## config.mk

```make
export PLATFORM = sky130hd
export DESIGN_NAME = sarc_top
export DESIGN_NICKNAME = d
export VERILOG_FILES = /design/src/rtl/sarc_pkg.sv /design/src/rtl/sarc_sync.sv /design/src/rtl/sarc_sar.sv /design/src/rtl/sarc_top.sv
export VERILOG_INCLUDE_DIRS = /design/src /design/src/rtl
export SDC_FILE = /design/constraint.sdc
export NUM_CORES = 1
export LEC_CHECK = 0
export BUFFER_PORTS_ARGS = -buffer_cell sky130_fd_sc_hd__buf_2
export CAP_MARGIN = 5
export CORE_MARGIN = 4
export CORE_UTILIZATION = 30
export CTS_CLUSTER_SIZE = 12
export DETAILED_ROUTE_END_ITERATION = 8
export GPL_ROUTABILITY_DRIVEN = 1
export GPL_TIMING_DRIVEN = 0
export PLACE_DENSITY_LB_ADDON = 0.1
export SLEW_MARGIN = 20
export SYNTH_ARGS = -nofsm -noshare
export SYNTH_HDL_FRONTEND = slang
export SYNTH_SLANG_ARGS = --single-unit
export TNS_END_PERCENT = 30
```

## constraint.sdc

```tcl
create_clock -name clk -period 6.8 [get_ports clk]
set_clock_uncertainty 0.15 [all_clocks]
set_input_delay 0 -clock clk [delete_from_list [all_inputs] [get_ports clk]]
set_output_delay 0 -clock clk [all_outputs]
set_load 0.005 [all_outputs]
```

## src/rtl/sarc_defs.svh

```systemverilog
// Timing counts, field positions and reset values for the SAR control.
// Assumes a 20 MHz system clock; included by bare name.
`ifndef SARC_DEFS_SVH
`define SARC_DEFS_SVH

`define SARC_CLK_NS 50
`define SARC_BITS 14
`define SARC_MSB 13
`define SARC_CONV_NS 250
`define SARC_CONV_CYC ((`SARC_CONV_NS + `SARC_CLK_NS - 1) / `SARC_CLK_NS)
`define SARC_ACQ_NS 100
`define SARC_ACQ_CYC ((`SARC_ACQ_NS + `SARC_CLK_NS - 1) / `SARC_CLK_NS)
`define SARC_NAP_WAKE_NS 250
`define SARC_NAP_WAKE_CYC \
	((`SARC_NAP_WAKE_NS + `SARC_CLK_NS - 1) / `SARC_CLK_NS)
`define SARC_RES_RST 14'h0000
`define SARC_ADDR_STATUS 32'h0000_0000
`define SARC_ADDR_CLEAR 32'h0000_0004
`define SARC_ADDR_ENABLE 32'h0000_0008
`define SARC_ADDR_RESULT 32'h0000_000c
`define SARC_ADDR_CTRL 32'h0000_0010
`define SARC_EV_DONE 0
`define SARC_EV_OVR 1
`define SARC_EV_UNDR 2
`define SARC_EV_IGN 3
`define SARC_NEV 4

`endif

```

## src/rtl/sarc_pkg.sv

```systemverilog
// Types shared by the SAR conversion control files.
// Assumes the defs header is compiled alongside.
package sarc_pkg;
	typedef enum logic [1:0] {SARC_IDLE, SARC_CONV, SARC_LOAD} sarc_state_t;
	typedef enum logic [1:0] {SARC_0DB, SARC_M3DB, SARC_M6DB, SARC_M9DB}
		sarc_span_t;
	typedef enum logic [1:0] {SARC_ACTIVE, SARC_NAP, SARC_SLEEP} sarc_pwr_t;
endpackage

```

## src/rtl/sarc_sync.sv

```systemverilog
// Two flip-flop synchroniser for a bundle of pin levels.
// Assumes inputs are asynchronous to clk.
module sarc_sync #(
	parameter int W = 1
) (
	// Clock and reset
	input wire logic clk,
	input wire logic sys_rst,
	input wire logic [W-1:0] rst_val,
	// Pins in, synced out
	input wire logic [W-1:0] pin_in,
	output logic [W-1:0] sync_out
);
	logic [W-1:0] meta_q;

	// First stage read only by second stage
	always_ff @(posedge clk)
	begin
		if (sys_rst)
		begin
			meta_q <= rst_val;
			sync_out <= rst_val;
		end
		else
		begin
			meta_q <= pin_in;
			sync_out <= meta_q;
		end
	end
endmodule

```

## src/rtl/sarc_sar.sv

```systemverilog
// Successive-approximation register: decides one bit per step, MSB first.
// Assumes comp_hi is the comparator verdict for the current trial code.
`include "sarc_defs.svh"
module sarc_sar (
	// Clock and reset
	input wire logic clk,
	input wire logic sys_rst,
	// Sequencing
	input wire logic start,
	input wire logic step,
	input wire logic comp_hi,
	// Trial word and completion
	output logic [`SARC_MSB:0] trial_q,
	output logic done
);
	logic [`SARC_MSB:0] mask_q;
	logic [`SARC_MSB:0] word_q;

	assign trial_q = word_q | mask_q;
	assign done = (mask_q == 14'h0000);

	// Mask walks from bit 13 down to bit 0
	always_ff @(posedge clk)
	begin
		if (sys_rst)
		begin
			mask_q <= 14'h0000;
			word_q <= 14'h0000;
		end
		else if (start)
		begin
			mask_q <= 14'h2000;
			word_q <= 14'h0000;
		end
		else if (step && !done)
		begin
			if (comp_hi)
				word_q <= word_q | mask_q;
			mask_q <= mask_q >> 1;
		end
	end
endmodule

```

## src/rtl/sarc_top.sv

```systemverilog
// Conversion control for a 14-bit SAR converter with AXI4-Lite status.
// Assumes pins are asynchronous; analog comparator modelled by ain_code.
// Function
// - A falling edge on convert_start_n alone starts a conversion.
// - Start edges during a conversion are ignored; no restart or abort.
// - busy_n is low for the whole conversion, high otherwise. Here busy_n is forced high in nap or sleep, even while a conversion runs on.
// - SAR decides the 14 bits one at a time, MSB to LSB.
// - Finished SAR word is loaded into the output latches.
// - Result on bits 13..0, bit 13 the most significant.
// - Overrange drives out_of_range_flag high with result MSB low.
// - Range selects decode to 0dB, -3dB, -6dB or -9dB spans.
// - nap_n low powers conversion off, reference stays active.
// - deep_powerdown_n low shuts all circuitry down.
// - Result is two's complement, zero at the negative input.
// - out_of_range_flag stays low for inputs within the span.
// - Underrange drives out_of_range_flag high with result MSB high.
//
// Decided for this implementation: the address map and the AXI4-Lite interface to the registers.
`include "sarc_defs.svh"

module sarc_top (
	// Clock and reset
	input wire logic clk,
	input wire logic sys_rst,
	// Converter pins
	input wire logic convert_start_n,
	input wire logic range_select0,
	input wire logic range_select1,
	input wire logic nap_n,
	input wire logic deep_powerdown_n,
	output logic busy_n,
	output logic [`SARC_MSB:0] result_bits,
	output logic out_of_range_flag,
	// Analog front end model: signed input code, over/under span
	input wire logic signed [15:0] ain_code,
	output logic ref_active,
	output logic [1:0] span_sel,
	// AXI4-Lite slave
	input wire logic [31:0] s_axi_awaddr,
	input wire logic s_axi_awvalid,
	output logic s_axi_awready,
	input wire logic [31:0] s_axi_wdata,
	input wire logic [3:0] s_axi_wstrb,
	input wire logic s_axi_wvalid,
	output logic s_axi_wready,
	output logic [1:0] s_axi_bresp,
	output logic s_axi_bvalid,
	input wire logic s_axi_bready,
	input wire logic [31:0] s_axi_araddr,
	input wire logic s_axi_arvalid,
	output logic s_axi_arready,
	output logic [31:0] s_axi_rdata,
	output logic [1:0] s_axi_rresp,
	output logic s_axi_rvalid,
	input wire logic s_axi_rready,
	// Interrupt
	output logic irq
);
	logic [4:0] pins_s;
	logic cs_s, r0_s, r1_s, nap_s, slp_s;
	logic cs_prev_q;
	logic start_edge;
	sarc_pkg::sarc_state_t state_q;
	sarc_pkg::sarc_pwr_t pwr_q;
	logic [3:0] cnt_q;
	logic sar_start, sar_step, sar_done, comp_hi;
	logic [`SARC_MSB:0] trial;
	logic signed [15:0] full_pos, full_neg, clamped;
	logic over_q, under_q;
	logic [`SARC_NEV-1:0] status_q, enable_q, events;
	logic [1:0] bresp_d;

	// Every pin passes two flops before use
	sarc_sync #(.W(5)) u_sync (
		.clk(clk),
		.sys_rst(sys_rst),
		.rst_val(5'h1f),
		.pin_in({convert_start_n, range_select0, range_select1, nap_n,
			deep_powerdown_n}),
		.sync_out(pins_s)
	);
	assign {cs_s, r0_s, r1_s, nap_s, slp_s} = pins_s;

	// Span from range selects; one full scale per span
	function automatic sarc_pkg::sarc_span_t span_of(input logic s0,
		input logic s1);
		span_of = sarc_pkg::sarc_span_t'({~s0, ~s1});
	endfunction
	assign span_sel = span_of(r0_s, r1_s);

	// MSB flip between two's complement and offset binary
	function automatic logic [`SARC_MSB:0] flip_msb(
		input logic [`SARC_MSB:0] w);
		flip_msb = {~w[`SARC_MSB], w[`SARC_MSB-1:0]};
	endfunction

	// Power mode: sleep wins over nap
	always_ff @(posedge clk)
	begin
		if (sys_rst)
			pwr_q <= sarc_pkg::SARC_ACTIVE;
		else if (!slp_s)
			pwr_q <= sarc_pkg::SARC_SLEEP;
		else if (!nap_s)
			pwr_q <= sarc_pkg::SARC_NAP;
		else
			pwr_q <= sarc_pkg::SARC_ACTIVE;
	end
	assign ref_active = (pwr_q != sarc_pkg::SARC_SLEEP);

	// Falling edge detect after the synchroniser; reset reads as high
	always_ff @(posedge clk)
	begin
		if (sys_rst)
			cs_prev_q <= 1'b1;
		else
			cs_prev_q <= cs_s;
	end
	assign start_edge = cs_prev_q & ~cs_s;

	// Model comparator: clamp input to the 14-bit code range
	assign full_pos = 16'sh1fff;
	assign full_neg = -16'sh2000;
	assign clamped = (ain_code > full_pos) ? full_pos :
		(ain_code < full_neg) ? full_neg : ain_code;
	// SAR builds an offset-binary word, so the compare stays unsigned
	assign comp_hi = (flip_msb(clamped[13:0]) >= trial);

	// Only the pin edge starts a conversion
	assign sar_start = (state_q == sarc_pkg::SARC_IDLE) &&
		(pwr_q == sarc_pkg::SARC_ACTIVE) && start_edge;

	// Conversion sequencer; edges outside IDLE are dropped
	always_ff @(posedge clk)
	begin
		if (sys_rst)
			state_q <= sarc_pkg::SARC_IDLE;
		else
		begin
			unique case (state_q)
				sarc_pkg::SARC_IDLE:
					if (sar_start)
						state_q <= sarc_pkg::SARC_CONV;
				sarc_pkg::SARC_CONV:
					if (sar_done)
						state_q <= sarc_pkg::SARC_LOAD;
				sarc_pkg::SARC_LOAD:
					state_q <= sarc_pkg::SARC_IDLE;
				default:
					state_q <= sarc_pkg::SARC_IDLE;
			endcase
		end
	end
	assign sar_step = (state_q == sarc_pkg::SARC_CONV);

	// Cycles in conversion, visible in the control word
	always_ff @(posedge clk)
	begin
		if (sys_rst || sar_start)
			cnt_q <= 4'h0;
		else if (sar_step)
			cnt_q <= cnt_q + 4'h1;
	end

	sarc_sar u_sar (
		.clk(clk),
		.sys_rst(sys_rst),
		.start(sar_start),
		.step(sar_step),
		.comp_hi(comp_hi),
		.trial_q(trial),
		.done(sar_done)
	);

	// Latch result and flag in LOAD, busy_n rises on the same edge
	always_ff @(posedge clk)
	begin
		if (sys_rst)
		begin
			result_bits <= `SARC_RES_RST;
			out_of_range_flag <= 1'b0;
			over_q <= 1'b0;
			under_q <= 1'b0;
		end
		else if (state_q == sarc_pkg::SARC_LOAD)
		begin
			result_bits <= flip_msb(trial);
			over_q <= (ain_code > full_pos);
			under_q <= (ain_code <= full_neg);
			out_of_range_flag <= (ain_code > full_pos) ||
				(ain_code <= full_neg);
		end
	end

	// Busy low from start until the latch cycle has passed; forced high whenever the power mode is not active
	always_ff @(posedge clk)
	begin
		if (sys_rst)
			busy_n <= 1'b1;
		else if (pwr_q != sarc_pkg::SARC_ACTIVE)
			busy_n <= 1'b1;
		else if (sar_start)
			busy_n <= 1'b0;
		else if (state_q == sarc_pkg::SARC_LOAD)
			busy_n <= 1'b1;
	end

	// Events: done, overrange, underrange, ignored start
	assign events[`SARC_EV_DONE] = (state_q == sarc_pkg::SARC_LOAD);
	assign events[`SARC_EV_OVR] = (state_q == sarc_pkg::SARC_LOAD) &&
		(ain_code > full_pos);
	assign events[`SARC_EV_UNDR] = (state_q == sarc_pkg::SARC_LOAD) &&
		(ain_code <= full_neg);
	assign events[`SARC_EV_IGN] = start_edge && !sar_start;

	// AXI write: take address and data together, answer next cycle
	// Control is read-only: a bus start would bypass the pin edge
	logic wr_go;
	assign wr_go = s_axi_awvalid && s_axi_wvalid && !s_axi_bvalid;
	assign s_axi_awready = wr_go;
	assign s_axi_wready = wr_go;
	assign bresp_d = (s_axi_awaddr == `SARC_ADDR_CLEAR ||
		s_axi_awaddr == `SARC_ADDR_ENABLE) ? 2'h0 : 2'h2;

	always_ff @(posedge clk)
	begin
		if (sys_rst)
		begin
			s_axi_bvalid <= 1'b0;
			s_axi_bresp <= 2'h0;
		end
		else if (wr_go)
		begin
			s_axi_bvalid <= 1'b1;
			s_axi_bresp <= bresp_d;
		end
		else if (s_axi_bready)
			s_axi_bvalid <= 1'b0;
	end

	// Enable register
	always_ff @(posedge clk)
	begin
		if (sys_rst)
			enable_q <= 4'h0;
		else if (wr_go && s_axi_awaddr == `SARC_ADDR_ENABLE &&
			s_axi_wstrb[0])
			enable_q <= s_axi_wdata[`SARC_NEV-1:0];
	end

	// Sticky status; a new event wins over a same-cycle clear
	always_ff @(posedge clk)
	begin
		if (sys_rst)
			status_q <= 4'h0;
		else if (wr_go && s_axi_awaddr == `SARC_ADDR_CLEAR &&
			s_axi_wstrb[0])
			status_q <= (status_q & ~s_axi_wdata[`SARC_NEV-1:0]) | events;
		else
			status_q <= status_q | events;
	end
	assign irq = |(status_q & enable_q);

	// AXI read: one cycle latency, SLVERR on unmapped
	assign s_axi_arready = !s_axi_rvalid;
	always_ff @(posedge clk)
	begin
		if (sys_rst)
		begin
			s_axi_rvalid <= 1'b0;
			s_axi_rdata <= 32'h0000_0000;
			s_axi_rresp <= 2'h0;
		end
		else if (s_axi_arvalid && !s_axi_rvalid)
		begin
			s_axi_rvalid <= 1'b1;
			s_axi_rresp <= 2'h0;
			unique case (s_axi_araddr)
				`SARC_ADDR_STATUS:
					s_axi_rdata <= {28'h0000000, status_q};
				`SARC_ADDR_ENABLE:
					s_axi_rdata <= {28'h0000000, enable_q};
				`SARC_ADDR_RESULT:
					s_axi_rdata <= {16'h0000, under_q, over_q, result_bits};
				`SARC_ADDR_CTRL:
					s_axi_rdata <= {20'h00000, cnt_q, 2'h0, span_sel,
						pwr_q, ~busy_n, state_q != sarc_pkg::SARC_IDLE};
				`SARC_ADDR_CLEAR:
					s_axi_rdata <= 32'h0000_0000;
				default:
				begin
					s_axi_rdata <= 32'h0000_0000;
					s_axi_rresp <= 2'h2;
				end
			endcase
		end
		else if (s_axi_rready)
			s_axi_rvalid <= 1'b0;
	end

	// Checks
	a_busy_low_conv: assert property (@(posedge clk) disable iff (sys_rst)
		state_q == sarc_pkg::SARC_CONV |-> !busy_n)
		else $error("busy_n high during conversion");
	a_start_fall: assert property (@(posedge clk) disable iff (sys_rst)
		sar_start |-> $past(cs_s) && !cs_s)
		else $error("conversion began without an edge");
	a_busy_start: assert property (@(posedge clk) disable iff (sys_rst)
		sar_start |=> !busy_n)
		else $error("busy_n not low after start");
	a_no_restart: assert property (@(posedge clk) disable iff (sys_rst)
		state_q == sarc_pkg::SARC_CONV |-> !sar_start)
		else $error("conversion restarted");
	a_conv_len: assert property (@(posedge clk) disable iff (sys_rst)
		sar_start |=> (state_q == sarc_pkg::SARC_CONV)[*8] ##1
		(state_q == sarc_pkg::SARC_CONV)[*7] ##1
		state_q == sarc_pkg::SARC_LOAD)
		else $error("conversion not 14 steps");
	a_result_first: assert property (@(posedge clk) disable iff (sys_rst)
		$rose(busy_n) && pwr_q == sarc_pkg::SARC_ACTIVE |->
		$past(state_q) == sarc_pkg::SARC_LOAD)
		else $error("busy rose before result loaded");
	a_flag_range: assert property (@(posedge clk) disable iff (sys_rst)
		state_q == sarc_pkg::SARC_LOAD && ain_code <= full_pos &&
		ain_code > full_neg |=> !out_of_range_flag)
		else $error("flag set in range");
	a_over_msb: assert property (@(posedge clk) disable iff (sys_rst)
		state_q == sarc_pkg::SARC_LOAD && ain_code > full_pos |=>
		out_of_range_flag && !result_bits[13])
		else $error("overrange coding wrong");
	a_under_msb: assert property (@(posedge clk) disable iff (sys_rst)
		state_q == sarc_pkg::SARC_LOAD && ain_code <= full_neg |=>
		out_of_range_flag && result_bits[13])
		else $error("underrange coding wrong");
	a_pwr_idle: assert property (@(posedge clk) disable iff (sys_rst)
		pwr_q != sarc_pkg::SARC_ACTIVE |-> !sar_start ##1 busy_n)
		else $error("conversion in power-down");
	c_conv: cover property (@(posedge clk) sar_start ##17 $rose(busy_n));
	c_over: cover property (@(posedge clk) events[`SARC_EV_OVR]);
	c_under: cover property (@(posedge clk) events[`SARC_EV_UNDR]);
	c_ign: cover property (@(posedge clk) events[`SARC_EV_IGN]);
	c_nap: cover property (@(posedge clk) pwr_q == sarc_pkg::SARC_NAP);
endmodule

```

==> reports/qor.csv <==
stage;metric;value;unit
drt;via-per-instance ratio;4.86;
synth;Post-synth EDFFs;0;
cells_and_area;final non-filler cell total;899;
cells_and_area;# fillers;1464;
drt;Post-DRT Antenna Nets;0;
drt;DR WL/cell;14.8;um
synth;Post-Syn Area;4330;um^2
critical_path;crit path buf inv count;4;
grt;Total Routing Usage GR;0.159;
synth;sequential area share after synthesis;0.430;
cells_and_area;design area;5860;um^2
critical_path;delay-heaviest family, CP;buffers and inverters;
floorplan;Die H;128;um
cells_and_area;share of layout cells above drive strength 1;0.285;
place;routability cong.;0.850;
timing;final worst path period need;3.42;ns
critical_path;CP endpoint kind;flop;
clocking;root buffer cell;clkbuf_16;
worst_hold_path;hold endpoint;enable_q[2]$_SDFFE_PP0P_;
synth;Top FF cell, synth;dfxtp_1;
cells_and_area;P&R area growth vs syn;35.2;%
synth;Synth top cells by count;dfxtp_1 (93), nor2_1 (72), nand2_1 (71);
clocking;Clk Latency, worst-skew pair;0.34;ns
critical_path;Arr. time, crit path;3.48;ns
synth;top-area cell type share of the netlist area;0.430;
pwr;Leakage Power;2.42;nW
pwr;worst vdd ir;125;uV
place;Post-DP Area;5310;um^2
floorplan;die area;16400;um^2
place;# placed instances;860;
drt;router iterations before antenna repair;5;
cells_and_area;# diodes;0;
critical_path;cells on worst reg2reg path;8;
grt;first-pass GRT wire length;21000;um
synth;post-synthesis adder-cell area fraction;0.0433;
critical_path;CP cell instances;dlygate4sd3_1 -> buf_2 -> nor2_1 -> clkbuf_1 -> nor2_1 -> nor2_1 -> ha_1 -> a211o_1 -> a21oi_1 -> o21ai_1 -> a2111oi_2 -> clkbuf_1 -> o21ai_1;
floorplan;I/O Pins;189;
floorplan;Core Footprint;14000;um^2
drt;DRT Wirelength;13300;um
run_status;status;complete, no violations;
timing;Fmax;293;MHz
place;hpwl dp;10600;um
timing;final hold slack;0.00970;ns
critical_path;R2R Setup Slk;3.90;ns
grt;number of global-route vias before repair;4279;
critical_path;CP Class;input pin to flop;
timing;final setup vio count;0;
timing;Slew @ Worst Pin;0.754;ns
flow_run;Maximum Capacitance Violations;0;
floorplan;Initial Util;0.310;
worst_hold_path;Hold Crit Start;s_axi_wstrb[0];
timing;Slew headroom;0.496;
synth;Yosys cell types;51;
clocking;Num CTS Buffers;9;
synth;Yosys top cell by area;dfxtp_1;
worst_hold_path;Hold WC Path Type;input pin to flop;
synth;Avg Inst Size Synth;8.26;um^2
critical_path;Reg-to-Reg Start;u_sar.mask_q[3]$_SDFFE_PP0P_;
clocking;CTS Buffer Depth;2;
pwr;pwr dens;207;nW/um^2
synth;cells after synthesis;525;
grt;pin count of the biggest net entering global routing;16;
drt;Initial DRC Count;219;
critical_path;CP Max Fanout;10;
critical_path;critical path required time;6.86;ns
synth;simple-gate area share of the yosys netlist;0.277;
synth;Post-Synth XOR/XNOR Area;0.00808;
timing;Final Slew Violations;0;
synth;complex-gate fraction of the synthesized area;0.150;
synth;largest cells by area after synthesis;dfxtp_1 (43%), nor2_1 (6.2%), nand2_1 (6.1%);
worst_hold_path;Worst Hold Path Cells;5;
timing;RSZ-0062 raised after global routing;false;
timing;period utilization;0.503;
clocking;Clock Pin Slew Worst Setup and Hold Paths;0.07;ns
clocking;CTS tree;done;
synth;mux share of post-synthesis cell area;0.0231;
floorplan;Die Wd;128;um
grt;initial antenna violation count;0;
synth;Post-synth ARST share;0;
clocking;H-tree depth;3;
synth;top-count cell post-synth;dfxtp_1;
synth;Synth Register Bits;93;
timing;Final Hold Viols;0;
critical_path;Top cell by count, worst path;nor2_1;
cells_and_area;nets;858;
critical_path;R2R Path End;u_sar.word_q[10]$_SDFFE_PP0P_;
synth;largest family of logic cells by synthesized area;simple AND/OR/NAND/NOR gates;
grt;global route overflow;0;
timing;setup TNS;0;ns
clocking;TritonCTS sink count;93;
critical_path;crit-path max cell delay;0.66;ns
synth;Yosys warnings;0;
place;PortBufs;138;
drt;residual DRC count;0;
critical_path;CP Launch Type;input pin;
critical_path;Crit-path slowest cell;a2111oi_2;
floorplan;row count;43;
drt;vias;4366;
[worst max path at each step]
stage	start	depth (start not counted)	endpoint	slack, ns
5_1_grt	ain_code[15]	13	u_sar.word_q[10]$_SDFFE_PP0P_	3.08
2_1_floorplan	ain_code[13]	12	u_sar.word_q[10]$_SDFFE_PP0P_	4.24
3_3_place_gp	ain_code[13]	13	u_sar.word_q[6]$_SDFFE_PP0P_	3.63
4_1_cts	ain_code[15]	13	u_sar.word_q[10]$_SDFFE_PP0P_	3.40
3_5_place_dp	ain_code[14]	13	u_sar.word_q[10]$_SDFFE_PP0P_	3.58
6_report	ain_code[15]	13	u_sar.word_q[10]$_SDFFE_PP0P_	3.38
[logic make-up after synthesis]
group,after synthesis
AND/OR/NAND/NOR,245
AO/OA/AOI/OAI,105
flip-flops,93
buffers and inverters,52
adder cells (fa/ha/maj),15
multiplexers,10
XOR/XNOR,4
other,1
[through the flow]
stage | utilization | setup WS [ns] | power, mW
after global placement | 0.380 | 3.63 | 0.699
after floorplan | - | 4.24 | 0.643
final | 0.419 | 3.38 | 1.21
after global routing | 0.419 | 3.08 | 1.27
after detailed placement | 0.380 | 3.58 | 0.702
after CTS | 0.418 | 3.40 | 1.23
[where the power goes]
| group | switching (mW) | leakage [nW] | internal (mW) | total (mW) |
|---|---|---|---|---|
| Clock | 0.217 | 0.147 | 0.297 | 0.514 |
| Sequential | 0.00591 | 0.753 | 0.553 | 0.559 |
| Combinational | 0.0723 | 1.52 | 0.0680 | 0.140 |
[worst register-to-register path, stage by stage (launching register included)]
cell	delay (ns)
dfxtp_1	0.36
nor2_1	0.22
ha_1	0.28
a211o_1	0.29
a21oi_1	0.14
o21ai_1	0.10
a2111oi_2	0.66
clkbuf_1	0.42
o21ai_1	0.14
[cell type report]
cell class	instances	area [um^2]	share of cell area
Clock buffer	11	243	0.0414
Inverter	8	30.0	0.00512
Timing Repair Buffer	162	931	0.159
Buffer	44	268	0.0457
Clock inverter	4	56.3	0.00961
Sequential cell	93	1860	0.318
Tap cell	180	225	0.0384
Multi-Input combinational cell	397	2240	0.383
[placed cells by master (no fill, tap or decap), types with 2 or more instances in the layout]
| cell | n |
|---|---|
| buf_2 | 142 |
| dfxtp_1 | 93 |
| nor2_1 | 72 |
| nand2_1 | 71 |
| a21oi_1 | 38 |
| nor4_1 | 26 |
| dlygate4sd3_1 | 24 |
| nand3_1 | 21 |
| buf_4 | 20 |
| conb_1 | 18 |
| clkbuf_1 | 15 |
| ha_1 | 15 |
| o21ai_1 | 14 |
| or2_2 | 13 |
| a211oi_1 | 13 |
| o21ai_0 | 11 |
| mux2i_1 | 10 |
| nand4_1 | 9 |
| clkbuf_16 | 9 |
| inv_1 | 8 |
| a22oi_1 | 8 |
| nand3_2 | 6 |
| nor3_1 | 5 |
| o22ai_1 | 5 |
| nand2b_1 | 4 |
| a22o_1 | 4 |
| nor2b_1 | 3 |
| buf_1 | 3 |
| buf_6 | 3 |
| or4_1 | 2 |
| xor2_1 | 2 |
| xnor2_1 | 2 |
| nor4_2 | 2 |
| a21o_1 | 2 |
| a2111oi_2 | 2 |
| nand3b_1 | 2 |
| inv_6 | 2 |
[what timing repair did]
item                      CTS  global route
hold buffers               24             0
gates resized for setup     0             0
hold endpoints to repair   27             0
buffers inserted            0             0
[flip-flops by register name, indices dropped and copies added, names as in the netlist, 2 cells and up]
signal,cells
result_bits,14
cnt_q,4
u_sync.meta_q,5
pwr_q,2
status_q,4
u_sync.sync_out,5
s_axi_rdata,16
enable_q,4
u_sar.word_q,14
state_q,2
u_sar.mask_q,14
[routing by layer]
layer	GRT usage	wire, um
met5	0	0
met4	0.0593	266
met3	0.0296	752
met2	0.279	6500
met1	0.193	5790
Note: power is estimated with default switching activity, not from simulation.
